`config.mk`:
```
export PLATFORM = sky130hd
export DESIGN_NAME = sdd_top
export DESIGN_NICKNAME = d
export VERILOG_FILES = /design/src/rtl/sdd_top.v /design/src/rtl/sdd_sync3.v /design/src/rtl/sdd_sinc3.v
export VERILOG_INCLUDE_DIRS = /design/src /design/src/rtl
export SDC_FILE = /design/constraint.sdc
export NUM_CORES = 2
export LEC_CHECK = 0
export ABC_AREA = 0
export BUFFER_PORTS_ARGS = -buffer_cell sky130_fd_sc_hd__buf_2
export CORE_MARGIN = 4
export CORE_UTILIZATION = 45
export DETAILED_ROUTE_END_ITERATION = 7
export PLACE_DENSITY_LB_ADDON = 0.1
export SLEW_MARGIN = 20
export SYNTH_ARGS = -nofsm -noshare
export SYNTH_HDL_FRONTEND = slang
export SYNTH_HIERARCHICAL = 1
export SYNTH_SLANG_ARGS = --single-unit
```
`constraint.sdc`:
```
create_clock -name sys_clk -period 8.25 [get_ports sys_clk]
set_input_delay 1.65 -clock sys_clk [delete_from_list [all_inputs] [get_ports sys_clk]]
set_output_delay 1.65 -clock sys_clk [all_outputs]
set_load 0.005 [all_outputs]
```
`src/rtl/sdd_defs.vh`:
```
`ifndef SDD_DEFS_VH
`define SDD_DEFS_VH

// ==========================================================================
// Oversampling ratio codes
// ==========================================================================
`define SDD_OSR_256 2'h0
`define SDD_OSR_128 2'h1
`define SDD_OSR_64 2'h2
`define SDD_OSR_32 2'h3

// ==========================================================================
// Filter and result layout
// ==========================================================================
`define SDD_RES_W 24
`define SDD_ACC_W 25
`define SDD_SHIFT_STEP 2'h3
`define SDD_PHASE_FULL 8'hff
`define SDD_TC_FLIP 24'h80_0000
`define SDD_SAT_VAL 24'hff_ffff
`define SDD_WIN_HI 23
`define SDD_WIN_LO 8
`define SDD_BYTE_PAD 8'h00

// ==========================================================================
// Settling delay and reset values
// ==========================================================================
`define SDD_DLY_BASE 3'h4
`define SDD_CNT_MAX 3'h7
`define SDD_RST_BIT 1'b0
`define SDD_RST_RES 24'h00_0000
`define SDD_RST_RD 16'h0000
`define SDD_RST_PHASE 8'h00
`define SDD_RST_DIV 3'h0
`define SDD_RST_CNT 3'h0

`endif

```
`src/rtl/sdd_top.v`:
```
//
// Functional notes
// - Each channel decimates its one-bit stream with a cubed sinc comb.
// - Every oversampling period an enabled channel writes one new result.
// - Source, divider and ratio set modulator rate and first notch.
// - Aligned step valid on third result, unaligned one result later.
// - Filter output width grows from 15 to 24 bits with ratio.
// - Ratio 256 with low-bit access shows filter bits 23 to 8.
// - Ratio 32 word read LSB always reads zero.
// - Low-bit access word read below ratio 256 returns the 16 lowest filter bits.
// - Byte read returns only the 8 lowest filter bits.
// - With auto-toggle set, each result read inverts low-bit access.
// - Changing auto-toggle leaves low-bit access alone until next read.
// - One result register per channel; new data sets ready flag up to the seventh result of a run.
// - Ready flag clears on result read or by software.
// - Format bit: zero offset binary, one two's complement.
// - Full scale codes FFFF/8000/0000 or 7FFF/0000/8000.
// - Single-conversion and group bits select one of four modes.
// - Channel with group clear after grouped channels is group master.
// - Ungrouped single mode converts once, then hardware clears start.
// - Ungrouped continuous mode converts until software clears start.
// - Clearing start stops, powers down, clears filter at once.
// - Delay setting zero withholds ready until fourth conversion.
// - New result before previous one was read flags overrun up to the seventh result of a run.
`timescale 1ns/10ps
`default_nettype none
`include "sdd_defs.vh"

module sdd_top #(
    parameter NUM_CH = 3,
    parameter SEL_W = 2
) (
    // Clock and reset
    input wire sys_clk,
    input wire rst_n,
    // Modulator pins
    input wire ext_mod_clk,
    input wire [NUM_CH-1:0] mod_bit,
    // Modulator clock and ratio
    input wire modulator_clock_source,
    input wire [1:0] modulator_clock_divider,
    input wire [1:0] oversampling_ratio_select,
    // Per-channel configuration
    input wire [NUM_CH-1:0] single_conversion_select,
    input wire [NUM_CH-1:0] group_with_next_channel,
    input wire [NUM_CH-1:0] result_format_select,
    input wire [NUM_CH-1:0] low_bits_auto_toggle,
    input wire [2*NUM_CH-1:0] interrupt_delay_select,
    // Software strobes
    input wire [NUM_CH-1:0] start_set,
    input wire [NUM_CH-1:0] start_clr,
    input wire [NUM_CH-1:0] lsbacc_wr,
    input wire [NUM_CH-1:0] lsbacc_wdata,
    input wire [NUM_CH-1:0] flag_clr,
    input wire [NUM_CH-1:0] overrun_clr,
    // Result read port
    input wire rd_en,
    input wire [SEL_W-1:0] rd_sel,
    input wire rd_byte,
    output reg [15:0] rd_data_q,
    output reg rd_valid_q,
    // Status
    output reg [NUM_CH-1:0] conversion_start_bit_q,
    output reg [NUM_CH-1:0] low_bits_access_q,
    output reg [NUM_CH-1:0] result_ready_flag_q,
    output reg [NUM_CH-1:0] result_overrun_flag_q,
    output reg [NUM_CH-1:0] channel_power_q
);

// ==========================================================================
// Modulator clock
// ==========================================================================
wire ext_clk_lvl;
wire [NUM_CH-1:0] bit_lvl;
reg ext_clk_prev_q;
reg [2:0] div_q;
reg mod_tick_q;
wire src_pulse;
wire [2:0] div_mask;
wire [7:0] phase_last;

sdd_sync3 #(.W(1)) u_clk_sync (
    .clk(sys_clk),
    .rst_n(rst_n),
    .d(ext_mod_clk),
    .q(ext_clk_lvl)
);

sdd_sync3 #(.W(NUM_CH)) u_bit_sync (
    .clk(sys_clk),
    .rst_n(rst_n),
    .d(mod_bit),
    .q(bit_lvl)
);

assign src_pulse = modulator_clock_source ? (ext_clk_lvl & ~ext_clk_prev_q) : 1'b1;
assign div_mask = (3'h1 << modulator_clock_divider) - 3'h1;
assign phase_last = `SDD_PHASE_FULL >> oversampling_ratio_select;

always @(posedge sys_clk) begin
    if (!rst_n) begin
        ext_clk_prev_q <= `SDD_RST_BIT;
        div_q <= `SDD_RST_DIV;
        mod_tick_q <= `SDD_RST_BIT;
    end else begin
        ext_clk_prev_q <= ext_clk_lvl;
        mod_tick_q <= src_pulse && ((div_q & div_mask) == div_mask);
        if (src_pulse) begin
            div_q <= div_q + 3'h1;
        end
    end
end

// ==========================================================================
// Channels
// ==========================================================================
reg [NUM_CH-1:0] sc_prev_q;
wire [NUM_CH-1:0] own_dec;
wire [NUM_CH-1:0] rd_hit;
wire [`SDD_RES_W*NUM_CH-1:0] res_flat;

genvar gi;
generate
for (gi = 0; gi < NUM_CH; gi = gi + 1) begin : g_ch
    wire grp_eff;
    wire run;
    wire dec_i;
    wire [`SDD_RES_W-1:0] flt_out;
    wire flt_vld;
    wire [2:0] thr;
    wire counted;
    reg m_sc;
    reg m_sc_prev;
    reg m_dec;
    reg found;
    reg [7:0] phase_q;
    reg synced_q;
    reg [2:0] cnt_q;
    reg unread_q;
    reg [`SDD_RES_W-1:0] res_q;
    integer j;

    // Last channel cannot group forward
    assign grp_eff = (gi == NUM_CH - 1) ? 1'b0 : group_with_next_channel[gi];

    // Master is the first channel above this one with group clear
    always @* begin
        m_sc = 1'b0;
        m_sc_prev = 1'b0;
        m_dec = 1'b0;
        found = 1'b0;
        for (j = gi + 1; j < NUM_CH; j = j + 1) begin
            if (!found && !(group_with_next_channel[j] && j != NUM_CH - 1)) begin
                m_sc = conversion_start_bit_q[j];
                m_sc_prev = sc_prev_q[j];
                m_dec = own_dec[j];
                found = 1'b1;
            end
        end
    end

    // Members run only in step with a running master
    assign run = conversion_start_bit_q[gi] & (grp_eff ? (m_sc & synced_q) : 1'b1);
    assign own_dec[gi] = mod_tick_q & conversion_start_bit_q[gi] & (phase_q == phase_last);
    assign dec_i = grp_eff ? m_dec : own_dec[gi];
    assign thr = `SDD_DLY_BASE - {1'b0, interrupt_delay_select[2*gi +: 2]};
    assign counted = flt_vld && ((cnt_q + 3'h1) >= thr);
    assign rd_hit[gi] = rd_en && (rd_sel == gi);
    assign res_flat[`SDD_RES_W*gi +: `SDD_RES_W] = res_q;

    sdd_sinc3 u_flt (
        .clk(sys_clk),
        .rst_n(rst_n),
        .clear(~run),
        .tick(mod_tick_q & run),
        .dec(dec_i & run),
        .osr_code(oversampling_ratio_select),
        .bit_in(bit_lvl[gi]),
        .out_q(flt_out),
        .out_vld_q(flt_vld)
    );

    always @(posedge sys_clk) begin
        if (!rst_n) begin
            phase_q <= `SDD_RST_PHASE;
            synced_q <= `SDD_RST_BIT;
            cnt_q <= `SDD_RST_CNT;
            unread_q <= `SDD_RST_BIT;
            res_q <= `SDD_RST_RES;
            sc_prev_q[gi] <= `SDD_RST_BIT;
            conversion_start_bit_q[gi] <= `SDD_RST_BIT;
            low_bits_access_q[gi] <= `SDD_RST_BIT;
            result_ready_flag_q[gi] <= `SDD_RST_BIT;
            result_overrun_flag_q[gi] <= `SDD_RST_BIT;
            channel_power_q[gi] <= `SDD_RST_BIT;
        end else begin
            sc_prev_q[gi] <= conversion_start_bit_q[gi];
            channel_power_q[gi] <= run;
            if (!conversion_start_bit_q[gi] || (mod_tick_q && phase_q == phase_last)) begin
                phase_q <= `SDD_RST_PHASE;
            end else if (mod_tick_q) begin
                phase_q <= phase_q + 8'h01;
            end
            // Late joiners wait for the master's next boundary
            if (!conversion_start_bit_q[gi]) begin
                synced_q <= 1'b0;
            end else if (m_dec) begin
                synced_q <= 1'b1;
            end
            if (!run) begin
                cnt_q <= `SDD_RST_CNT;
            end else if (flt_vld && cnt_q != `SDD_CNT_MAX) begin
                cnt_q <= cnt_q + 3'h1;
            end
            if (flt_vld) begin
                res_q <= result_format_select[gi] ? (flt_out ^ `SDD_TC_FLIP) : flt_out;
            end
            // Start bit: hardware completion, then master edges, then software
            if (counted && single_conversion_select[gi]) begin
                conversion_start_bit_q[gi] <= 1'b0;
            end else if (grp_eff && m_sc && !m_sc_prev) begin
                conversion_start_bit_q[gi] <= 1'b1;
            end else if (grp_eff && !m_sc && m_sc_prev) begin
                conversion_start_bit_q[gi] <= 1'b0;
            end
            if (start_clr[gi]) begin
                conversion_start_bit_q[gi] <= 1'b0;
            end
            if (start_set[gi]) begin
                conversion_start_bit_q[gi] <= 1'b1;
            end
            if (lsbacc_wr[gi]) begin
                low_bits_access_q[gi] <= lsbacc_wdata[gi];
            end else if (rd_hit[gi] && low_bits_auto_toggle[gi]) begin
                low_bits_access_q[gi] <= ~low_bits_access_q[gi];
            end
            // Set wins over clear for every flag
            if (counted) begin
                result_ready_flag_q[gi] <= 1'b1;
            end else if (rd_hit[gi] || flag_clr[gi]) begin
                result_ready_flag_q[gi] <= 1'b0;
            end
            if (counted) begin
                unread_q <= 1'b1;
            end else if (rd_hit[gi]) begin
                unread_q <= 1'b0;
            end
            if (counted && unread_q) begin
                result_overrun_flag_q[gi] <= 1'b1;
            end else if (overrun_clr[gi]) begin
                result_overrun_flag_q[gi] <= 1'b0;
            end
        end
    end
end
endgenerate

// ==========================================================================
// Result read path
// ==========================================================================
wire [`SDD_RES_W-1:0] rd_res;
wire rd_lsb;
wire rd_ok;
wire osr_min;

// Saturation would otherwise leak a one into the unused ratio-32 LSB
assign osr_min = (oversampling_ratio_select == `SDD_OSR_32);
// Out-of-range channel numbers read zero
assign rd_ok = (rd_sel < NUM_CH);
assign rd_res = rd_ok ? res_flat[`SDD_RES_W*rd_sel +: `SDD_RES_W] : `SDD_RST_RES;
assign rd_lsb = rd_ok ? low_bits_access_q[rd_sel] : 1'b0;

always @(posedge sys_clk) begin
    if (!rst_n) begin
        rd_data_q <= `SDD_RST_RD;
        rd_valid_q <= `SDD_RST_BIT;
    end else begin
        rd_valid_q <= rd_en;
        if (rd_en) begin
            if (rd_byte) begin
                rd_data_q <= {`SDD_BYTE_PAD, rd_res[7:0]};
            end else if (rd_lsb && oversampling_ratio_select != `SDD_OSR_256) begin
                rd_data_q <= {rd_res[15:1], rd_res[0] & ~osr_min};
            end else begin
                rd_data_q <= {rd_res[`SDD_WIN_HI:`SDD_WIN_LO+1], rd_res[`SDD_WIN_LO] & ~osr_min};
            end
        end
    end
end

endmodule // sdd_top

`default_nettype wire

```
`src/rtl/sdd_sync3.v`:
```
`timescale 1ns/10ps
`default_nettype none

// ==========================================================================
// Three-stage pin synchroniser; output moves when stages two and three agree
// ==========================================================================
module sdd_sync3 #(
    parameter W = 1
) (
    // Clock and reset
    input wire clk,
    input wire rst_n,
    // Pin side
    input wire [W-1:0] d,
    // Filtered level
    output reg [W-1:0] q
);

reg [W-1:0] s1_q;
reg [W-1:0] s2_q;
reg [W-1:0] s3_q;

always @(posedge clk) begin
    if (!rst_n) begin
        s1_q <= {W{1'b0}};
        s2_q <= {W{1'b0}};
        s3_q <= {W{1'b0}};
        q <= {W{1'b0}};
    end else begin
        s1_q <= d;
        s2_q <= s1_q;
        s3_q <= s2_q;
        q <= (s2_q & s3_q) | (q & (s2_q ^ s3_q));
    end
end

endmodule // sdd_sync3

`default_nettype wire

```
`src/rtl/sdd_sinc3.v`:
```
`timescale 1ns/10ps
`default_nettype none
`include "sdd_defs.vh"

// ==========================================================================
// Third-order comb decimator for a one-bit stream
// ==========================================================================
module sdd_sinc3 (
    // Clock and reset
    input wire clk,
    input wire rst_n,
    // Control
    input wire clear,
    input wire tick,
    input wire dec,
    input wire [1:0] osr_code,
    // Stream in
    input wire bit_in,
    // Top-aligned result
    output reg [`SDD_RES_W-1:0] out_q,
    output reg out_vld_q
);

reg [`SDD_ACC_W-1:0] i1_q;
reg [`SDD_ACC_W-1:0] i2_q;
reg [`SDD_ACC_W-1:0] i3_q;
reg [`SDD_ACC_W-1:0] d1_q;
reg [`SDD_ACC_W-1:0] d2_q;
reg [`SDD_ACC_W-1:0] d3_q;
wire [`SDD_ACC_W-1:0] c1;
wire [`SDD_ACC_W-1:0] c2;
wire [`SDD_ACC_W-1:0] c3;
wire [3:0] shamt;
wire [33:0] scaled;

// Wrapping integrators are exact as long as the comb takes modular differences
assign c1 = i3_q - d1_q;
assign c2 = c1 - d2_q;
assign c3 = c2 - d3_q;
// Smaller ratios give fewer bits; shift them to the top of the word
assign shamt = {2'b00, osr_code} * {2'b00, `SDD_SHIFT_STEP};
assign scaled = {9'h000, c3} << shamt;

always @(posedge clk) begin
    if (!rst_n || clear) begin
        i1_q <= {`SDD_ACC_W{1'b0}};
        i2_q <= {`SDD_ACC_W{1'b0}};
        i3_q <= {`SDD_ACC_W{1'b0}};
        d1_q <= {`SDD_ACC_W{1'b0}};
        d2_q <= {`SDD_ACC_W{1'b0}};
        d3_q <= {`SDD_ACC_W{1'b0}};
        out_q <= `SDD_RST_RES;
        out_vld_q <= `SDD_RST_BIT;
    end else begin
        out_vld_q <= dec;
        if (tick) begin
            i1_q <= i1_q + {{(`SDD_ACC_W-1){1'b0}}, bit_in};
            i2_q <= i2_q + i1_q;
            i3_q <= i3_q + i2_q;
        end
        if (dec) begin
            d1_q <= i3_q;
            d2_q <= c1;
            d3_q <= c2;
            // Exact full scale would wrap to zero, so it saturates
            if (|scaled[33:24]) begin
                out_q <= `SDD_SAT_VAL;
            end else begin
                out_q <= scaled[23:0];
            end
        end
    end
end

endmodule // sdd_sinc3

`default_nettype wire

```
* Yosys cells after proc, flatten, opt, wreduce, memory -nomap -nowiden
Index checks and enable logic that the tools add are counted.
Word-level totals: bits in registers 689, input bits 51, output and inout port bits 32, logic and storage cells 289
Operators by class: $add $sub $neg 29, multipliers 2, order comparisons 5, equality and inequality tests 10, shifts and indexed selects 6, mux-type cells 56, bitwise gates (word level) 39, reduce and logical (&&, ||, !) cells 75
Operator list (number):
- $sub A25 B25 Y25 | 9
- $mux W24 | 7
- $add A25 B25 Y25 | 6
- $shl A25 B4 Y34 | 3
- $add A25 B1 Y25 | 3
- $shiftx A72 B8 Y24 | 1
- $mux W1 | 46
- $mux W16 | 2
- $logic_and A1 B1 Y1 | 31
- $reduce_or A10 Y1 | 3
- $reduce_bool A2 Y1 | 13
- $add A8 B1 Y8 const B | 3
- $eq A8 B8 Y1 | 3
- $and A1 B1 Y1 | 20
- $add A3 B1 Y3 const B | 4
- $not A1 Y1 | 12
- $reduce_and A2 Y1 | 5
- $reduce_bool A5 Y1 | 2
- $and A3 B3 Y3 | 3
- $ge A3 B3 Y1 | 3
- $logic_or A1 B1 Y1 | 9
- $ne A3 B3 Y1 const B | 3
- $sub A3 B2 Y3 const A | 3
- $shr A8 B2 Y8 const A | 1
- 18 further kinds | 27

* Logic depth before layout (Yosys ltp)
depth in word-level cells 9, gate-level depth with buffers 35, depth with buffers taken out 33

* Modules after synthesis
The synthesis kept the hierarchy.
Modules (own cells, without submodules):
- sdd_sinc3 at g_ch[1].u_flt | instances 1, cells each 1695, area each 13728.2 um^2, sequential area each 3503.4 um^2
- sdd_sinc3 at g_ch[2].u_flt | instances 1, cells each 1719, area each 13700.6 um^2, sequential area each 3503.4 um^2
- sdd_sinc3 at g_ch[0].u_flt | instances 1, cells each 1686, area each 13571.8 um^2, sequential area each 3503.4 um^2
- sdd_top | instances 1, cells each 728, area each 6974.2 um^2, sequential area each 2962.8 um^2
- sdd_sync3 at u_bit_sync | instances 1, cells each 31, area each 386.6 um^2, sequential area each 240.2 um^2
- sdd_sync3 at u_clk_sync | instances 1, cells each 10, area each 126.4 um^2, sequential area each 80.1 um^2

* Worst setup path after synthesis
OpenSTA, ideal clock, no wires.
path kind register to register, start register g_ch[1].u_flt.i3_q[0], end register g_ch[1].u_flt.out_q[12], setup time 0.128 ns, arrival time 6.530 ns, required time 8.122 ns, setup slack 1.593 ns, stages on the path, launching flop included 34, buffers on the path 2, period minus slack after synthesis 6.657 ns, cell sequence dfxtp_1 > inv_1 > ha_1 > inv_1 > fa_1 > a211oi_1 > nor2_1 > o21a_1 > nor2_1 > xnor2_1 > ha_1 > or3_1 > o211a_1 > o21a_1 > o21ai_0 > a21boi_0 > o21ai_0 > nor2b_1 > xnor2_1 > ha_1 > buf_6 > a21o_1 > a2111o_1 > a31oi_2 > nor2_1 > a21oi_2 > xnor2_1 > o21ai_1 > or4b_1 > a311oi_2 > nand3_1 > o22ai_2 > buf_6 > a31oi_2
On the way: longest elaborated chain between the ends 6
Ends and longest elaborated chain:
- start: declaration | line sdd_sinc3.v:26 | reg [`SDD_ACC_W-1:0] i3_q;
- start signal: assignment | line sdd_sinc3.v:48 | i3_q <= {`SDD_ACC_W{1'b0}};
- start signal: assignment | line sdd_sinc3.v:59 | i3_q <= i3_q + i2_q;
- $sub A25 B25 Y25 (*) | line sdd_sinc3.v:37 | assign c1 = i3_q - d1_q;
- net g_ch[1].u_flt.c1[6] | line sdd_sinc3.v:30 | wire [`SDD_ACC_W-1:0] c1;
- $sub A25 B25 Y25 (*) | line sdd_sinc3.v:38 | assign c2 = c1 - d2_q;
- net g_ch[1].u_flt.c2[13] | line sdd_sinc3.v:31 | wire [`SDD_ACC_W-1:0] c2;
- $sub A25 B25 Y25 (*) | line sdd_sinc3.v:39 | assign c3 = c2 - d3_q;
- $shl A25 B4 Y34 (*) | line sdd_sinc3.v:42 | assign scaled = {9'h000, c3} << shamt;
- $reduce_or A10 Y1 | line sdd_sinc3.v:66 | if (|scaled[33:24]) begin
- $mux W24 (*) | line sdd_sinc3.v:66
- end signal: assignment | line sdd_sinc3.v:52 | out_q <= `SDD_RST_RES;
- end signal: assignment | line sdd_sinc3.v:67 | out_q <= `SDD_SAT_VAL;
- end signal: assignment | line sdd_sinc3.v:69 | out_q <= scaled[23:0];
- end: declaration | line sdd_sinc3.v:20 | output reg [`SDD_RES_W-1:0] out_q,
Mark *: on every way through the listed nets, which the timed path passes. The rest lies on a longest branch. A chain may end at the register's enable or synchronous reset.

* Worst setup path after layout
start register g_ch[1].u_flt.i3_q[1], end register g_ch[1].u_flt.out_q[4]
Same word-level chain as after synthesis.

==> results list <==
* Total of buffers placed on input and output ports: 81
- Count of nets after finishing: 6,291
* Maximum number of pins on one net before global-route repair: 96
* Kind of launch point of the worst setup path: flop
* Capturing element type of the critical path: flop
* Worst clock skew on the final layout: 0.02736 ns
- Wirelength per Cell: 15.37 um
* Area share of the largest cell type after synthesis: 28.45%
* Total routing usage reported by global routing: 19.53%
- For the pin with the worst max-slew slack, the measured transition is 0.9792 ns.
* Total I/O pin count: 83
- Leaving out fill and tap cells, the most frequent cells in the layout are 775 x sky130_fd_sc_hd__nor2_1, 688 x sky130_fd_sc_hd__dfxtp_1, 455 x sky130_fd_sc_hd__mux2i_1.
- CTS tree: done
- On the worst path, the slowest cell contributes a delay of 0.45 ns.
- First drt pass iteration count: 7
- Summed over all cells, the static leakage comes to 20.54 nW.
- The clock period could shrink to 7.580 ns.
- Most common cell on crit path: sky130_fd_sc_hd__o21ai_0
- Power share of the combinational group: 9.0%
- By area the synthesized netlist is led by sky130_fd_sc_hd__dfxtp_1 28%, sky130_fd_sc_hd__ha_1 10%, sky130_fd_sc_hd__mux2i_1 9.4%, sky130_fd_sc_hd__nor2_1 6.0%, sky130_fd_sc_hd__xnor2_1 3.9%.
- Synthesis Warnings: 6
- In the synthesized netlist the dominant register cell turns out to be sky130_fd_sc_hd__dfxtp_1.
* Required time worst endpoint: 8.83 ns
- Post-Synthesis Cell Area: 0.04849 mm^2
- Leaving out fill and tap cells, the most frequent cell in the layout is sky130_fd_sc_hd__nor2_1.
- Switching power share of the total: 25.43%
- The detail route stage leaves a number of antenna-violating nets equal to 0.
- Buffers added to address setup during post-CTS repair amount to 0.
- Wires add up to 112.2 mm.
- For this run, the top clock speed supported by timing is 131.9 MHz.
* Area of the placeable core: 0.1071 mm^2
* Category of the critical setup timing path: flop to flop
* Cell taking the most area after synthesis: sky130_fd_sc_hd__dfxtp_1
* Post-layout power: 7.924 mW
* Post-detailed-route DRC marker count: 0
- Status: finished clean
- Setup violations remaining at the end of the flow were counted as 0.
- In this run, distinct cell masters in the synthesized netlist total 129.
- Clock Root Buffer: sky130_fd_sc_hd__clkbuf_16
* First DRT Iteration DRCs: 1,958
- Slowest-stage cell, CP: sky130_fd_sc_hd__dfxtp_1
- The first global-routing pass estimated 187.8 mm of wire.
* Headroom to the max-slew limit: 34.72%
* Overall via count from detail_route: 39.34k
- Across the run, the number of max-cap violations was 0.
- For this design, the sink count on the clock tree is 689.
- For this configuration, the core starts out at a cell density of 45.29%.
* Part of the total power dissipated in sequential elements: 42.2%
* NetSw: 2.015 mW
* Routability congestion estimate: 0.7987
* Count of final hold-check violations: 0
- Sequential elements use 28.45% of the synthesized area.
* Share of post-route cells with drive strength above 1: 7.754%
- The die covers 0.1131 mm^2.
- Number of vias per cell: 5.390
- In the synthesized netlist, the number of instances is 5,869.
- For this run, asynchronously set or reset flops after synthesis account for 0%.
- Number of pins exceeding their max-slew limit in the final report: 0
* Crit-path max FO: 24
* Setup repair after global routing missed its margin: no
- Final Cycle Share: 91.88%
* Post-Synthesis Net Count: 6,333
- In this run, post-CTS repair resized a total of 0 instances.
- Clock transition at the register clock pins on the worst setup and hold paths after CTS: 0.06 ns
- Die width: 336.3 um
- Arrival time reported for the critical path endpoint: 8.16 ns
- Dividing total power by cell area gives a power density of 150.1 mW/mm^2.
* Skew-Pair Late Insertion Delay: 0.68 ns
- Number of register bits inferred by synthesis: 689
- A synthesized cell averages 8.262 um^2.
* Layout Area Growth over Synthesis: 8.864%
- Row count: 120
- Number of global-route vias before repair: 36.77k
* Number of enable flip-flop cells after synthesis: 0
* H-tree depth reported by CTS: 3
* Clock buffers created by TritonCTS: 84
- Sum of negative setup slack: 0 ns
- Design internal power: 5.909 mW
- Share of power burned in the clock network: 48.8%
- Peak supply drop: 131.8 uV
- The path class of the tightest hold or removal check is flop to flop.
* Maximum clock path buffer count: 3
* Final HPWL from detailed placement: 81.40 mm
- Die Y: 336.3 um
- In this run, post-CTS hold repair placed 0 buffers.
* Remaining global-route overflow: 0
- The number of antenna violations at the first check in global routing came to 2.
-- layer usage --
metal,part of all wire (%),track usage (%)
met5,0,0
met1,52,28.78
met3,3.8,2.657
met4,1.6,3.899
met2,42,30.45
-- worst max-delay path, delay by kind of cell, from the launching register on --
kind / cells / cell delay, ns
AOI/OAI and AO/OA: 20 / 4.23
adders and majority gates: 3 / 0.97
and+or+nand+nor: 5 / 0.92
xor gates and xnor gates: 2 / 0.64
DFF: 1 / 0.45
buffers and inverters: 1 / 0.25
-- synth_stat cells (18+ instances only) --
cell type                    n
sky130_fd_sc_hd__nor2_1    776
sky130_fd_sc_hd__mux2i_1   455
sky130_fd_sc_hd__a21oi_1   344
sky130_fd_sc_hd__a211o_1    20
sky130_fd_sc_hd__and2_1     60
sky130_fd_sc_hd__a21o_1    125
sky130_fd_sc_hd__o21ai_0   258
sky130_fd_sc_hd__nor3_1    100
sky130_fd_sc_hd__o22ai_1    20
sky130_fd_sc_hd__buf_2      29
sky130_fd_sc_hd__nand2_1   340
sky130_fd_sc_hd__o21a_1     58
sky130_fd_sc_hd__nand2b_1   56
sky130_fd_sc_hd__o21bai_1   18
sky130_fd_sc_hd__xnor2_1   218
sky130_fd_sc_hd__a21boi_0   34
sky130_fd_sc_hd__or2_2      36
sky130_fd_sc_hd__a211oi_1   92
sky130_fd_sc_hd__nand3b_1   29
sky130_fd_sc_hd__xor2_1    163
sky130_fd_sc_hd__nand4_1    39
sky130_fd_sc_hd__buf_1      39
sky130_fd_sc_hd__nand3_1   124
sky130_fd_sc_hd__or3_1      45
sky130_fd_sc_hd__dfxtp_1   689
sky130_fd_sc_hd__o211ai_1   45
sky130_fd_sc_hd__nor2b_1   142
sky130_fd_sc_hd__clkbuf_1  156
sky130_fd_sc_hd__inv_1     350
sky130_fd_sc_hd__ha_1      398
sky130_fd_sc_hd__mux2_2     29
sky130_fd_sc_hd__and3_1     64
sky130_fd_sc_hd__o31ai_1    35
sky130_fd_sc_hd__a31oi_1    82
-- power by group through the flow --
stage | Combinational [mW] | Sequential, mW | Clock (mW)
floorplan | 0.558 | 3.41 | 0
global placement | 0.710 | 3.42 | 0
detailed placement | 0.711 | 3.42 | 0
CTS | 0.715 | 3.34 | 4.00
global route | 0.787 | 3.34 | 4.13
finish | 0.715 | 3.34 | 3.87
-- registers in the layout (all words and copies together) (netlist names), 9 cells and up --
| register | cells |
|---|---|
| g_ch.u_flt/d3_q | 75 |
| g_ch.u_flt/d1_q | 75 |
| g_ch.phase_q | 24 |
| g_ch.u_flt/i3_q | 75 |
| g_ch.cnt_q | 9 |
| g_ch.u_flt/out_q | 72 |
| g_ch.res_q | 72 |
| rd_data_q | 16 |
| g_ch.u_flt/i1_q | 75 |
| g_ch.u_flt/i2_q | 75 |
| g_ch.u_flt/d2_q | 75 |
-- path summary, 6_finish.rpt --
path                              start                endpoint  slack (ns)  cells after the start
setup / recovery  g_ch[1].u_flt/i3_q[1]  g_ch[1].u_flt/out_q[4]        0.67                     31
hold / removal       u_bit_sync/s1_q[0]      u_bit_sync/s2_q[0]        0.43                      1
setup reg to reg  g_ch[1].u_flt/i3_q[1]  g_ch[1].u_flt/out_q[4]        0.67                     31
hold reg to reg      u_bit_sync/s1_q[0]      u_bit_sync/s2_q[0]        0.43                      1
-- cell type report --
cell class              count  area [um^2]
fillers                 10290        54270
multi-input cells        4566        32190
flip-flops and latches    689        13790
clock buffers             121         2421
well taps                1403         1755
inverters                 359         1348
repair buffers            127        768.2
clock inverters            32        500.5
diodes                      2        5.005
-- per-stage QoR --
step                      std cells  utilization (%)  hold slack, ns  setup slack (ns)  instance area, um^2
after floorplan                5869                -          0.4057             1.593                48490
after global placement         7144            46.57          0.4201            0.7052                49860
after detailed placement       7144            46.57          0.4229            0.6980                49860
after CTS                      7297            49.30          0.4359            0.6552                52780
after global routing           7297            49.30          0.4412          0.005228                52780
final                          7299            49.31          0.4314            0.6700                52790
-- kinds of logic (layout without fill, tap and decap cells) --
logic type / Yosys count / in the layout / synth area share [%]
AO/OA/AOI/OAI: 1384 / 1384 / 19.33
XOR/XNOR: 384 / 384 / 7.021
adder cells (fa/ha/maj): 413 / 413 / 10.89
buffers and inverters: 614 / 639 / 5.272
flip-flops: 689 / 689 / 28.45
multiplexers: 492 / 492 / 10.44
other: 0 / 2 / 0
AND/OR/NAND/NOR: 1893 / 1893 / 18.60
(Power assumes the default switching activity.)
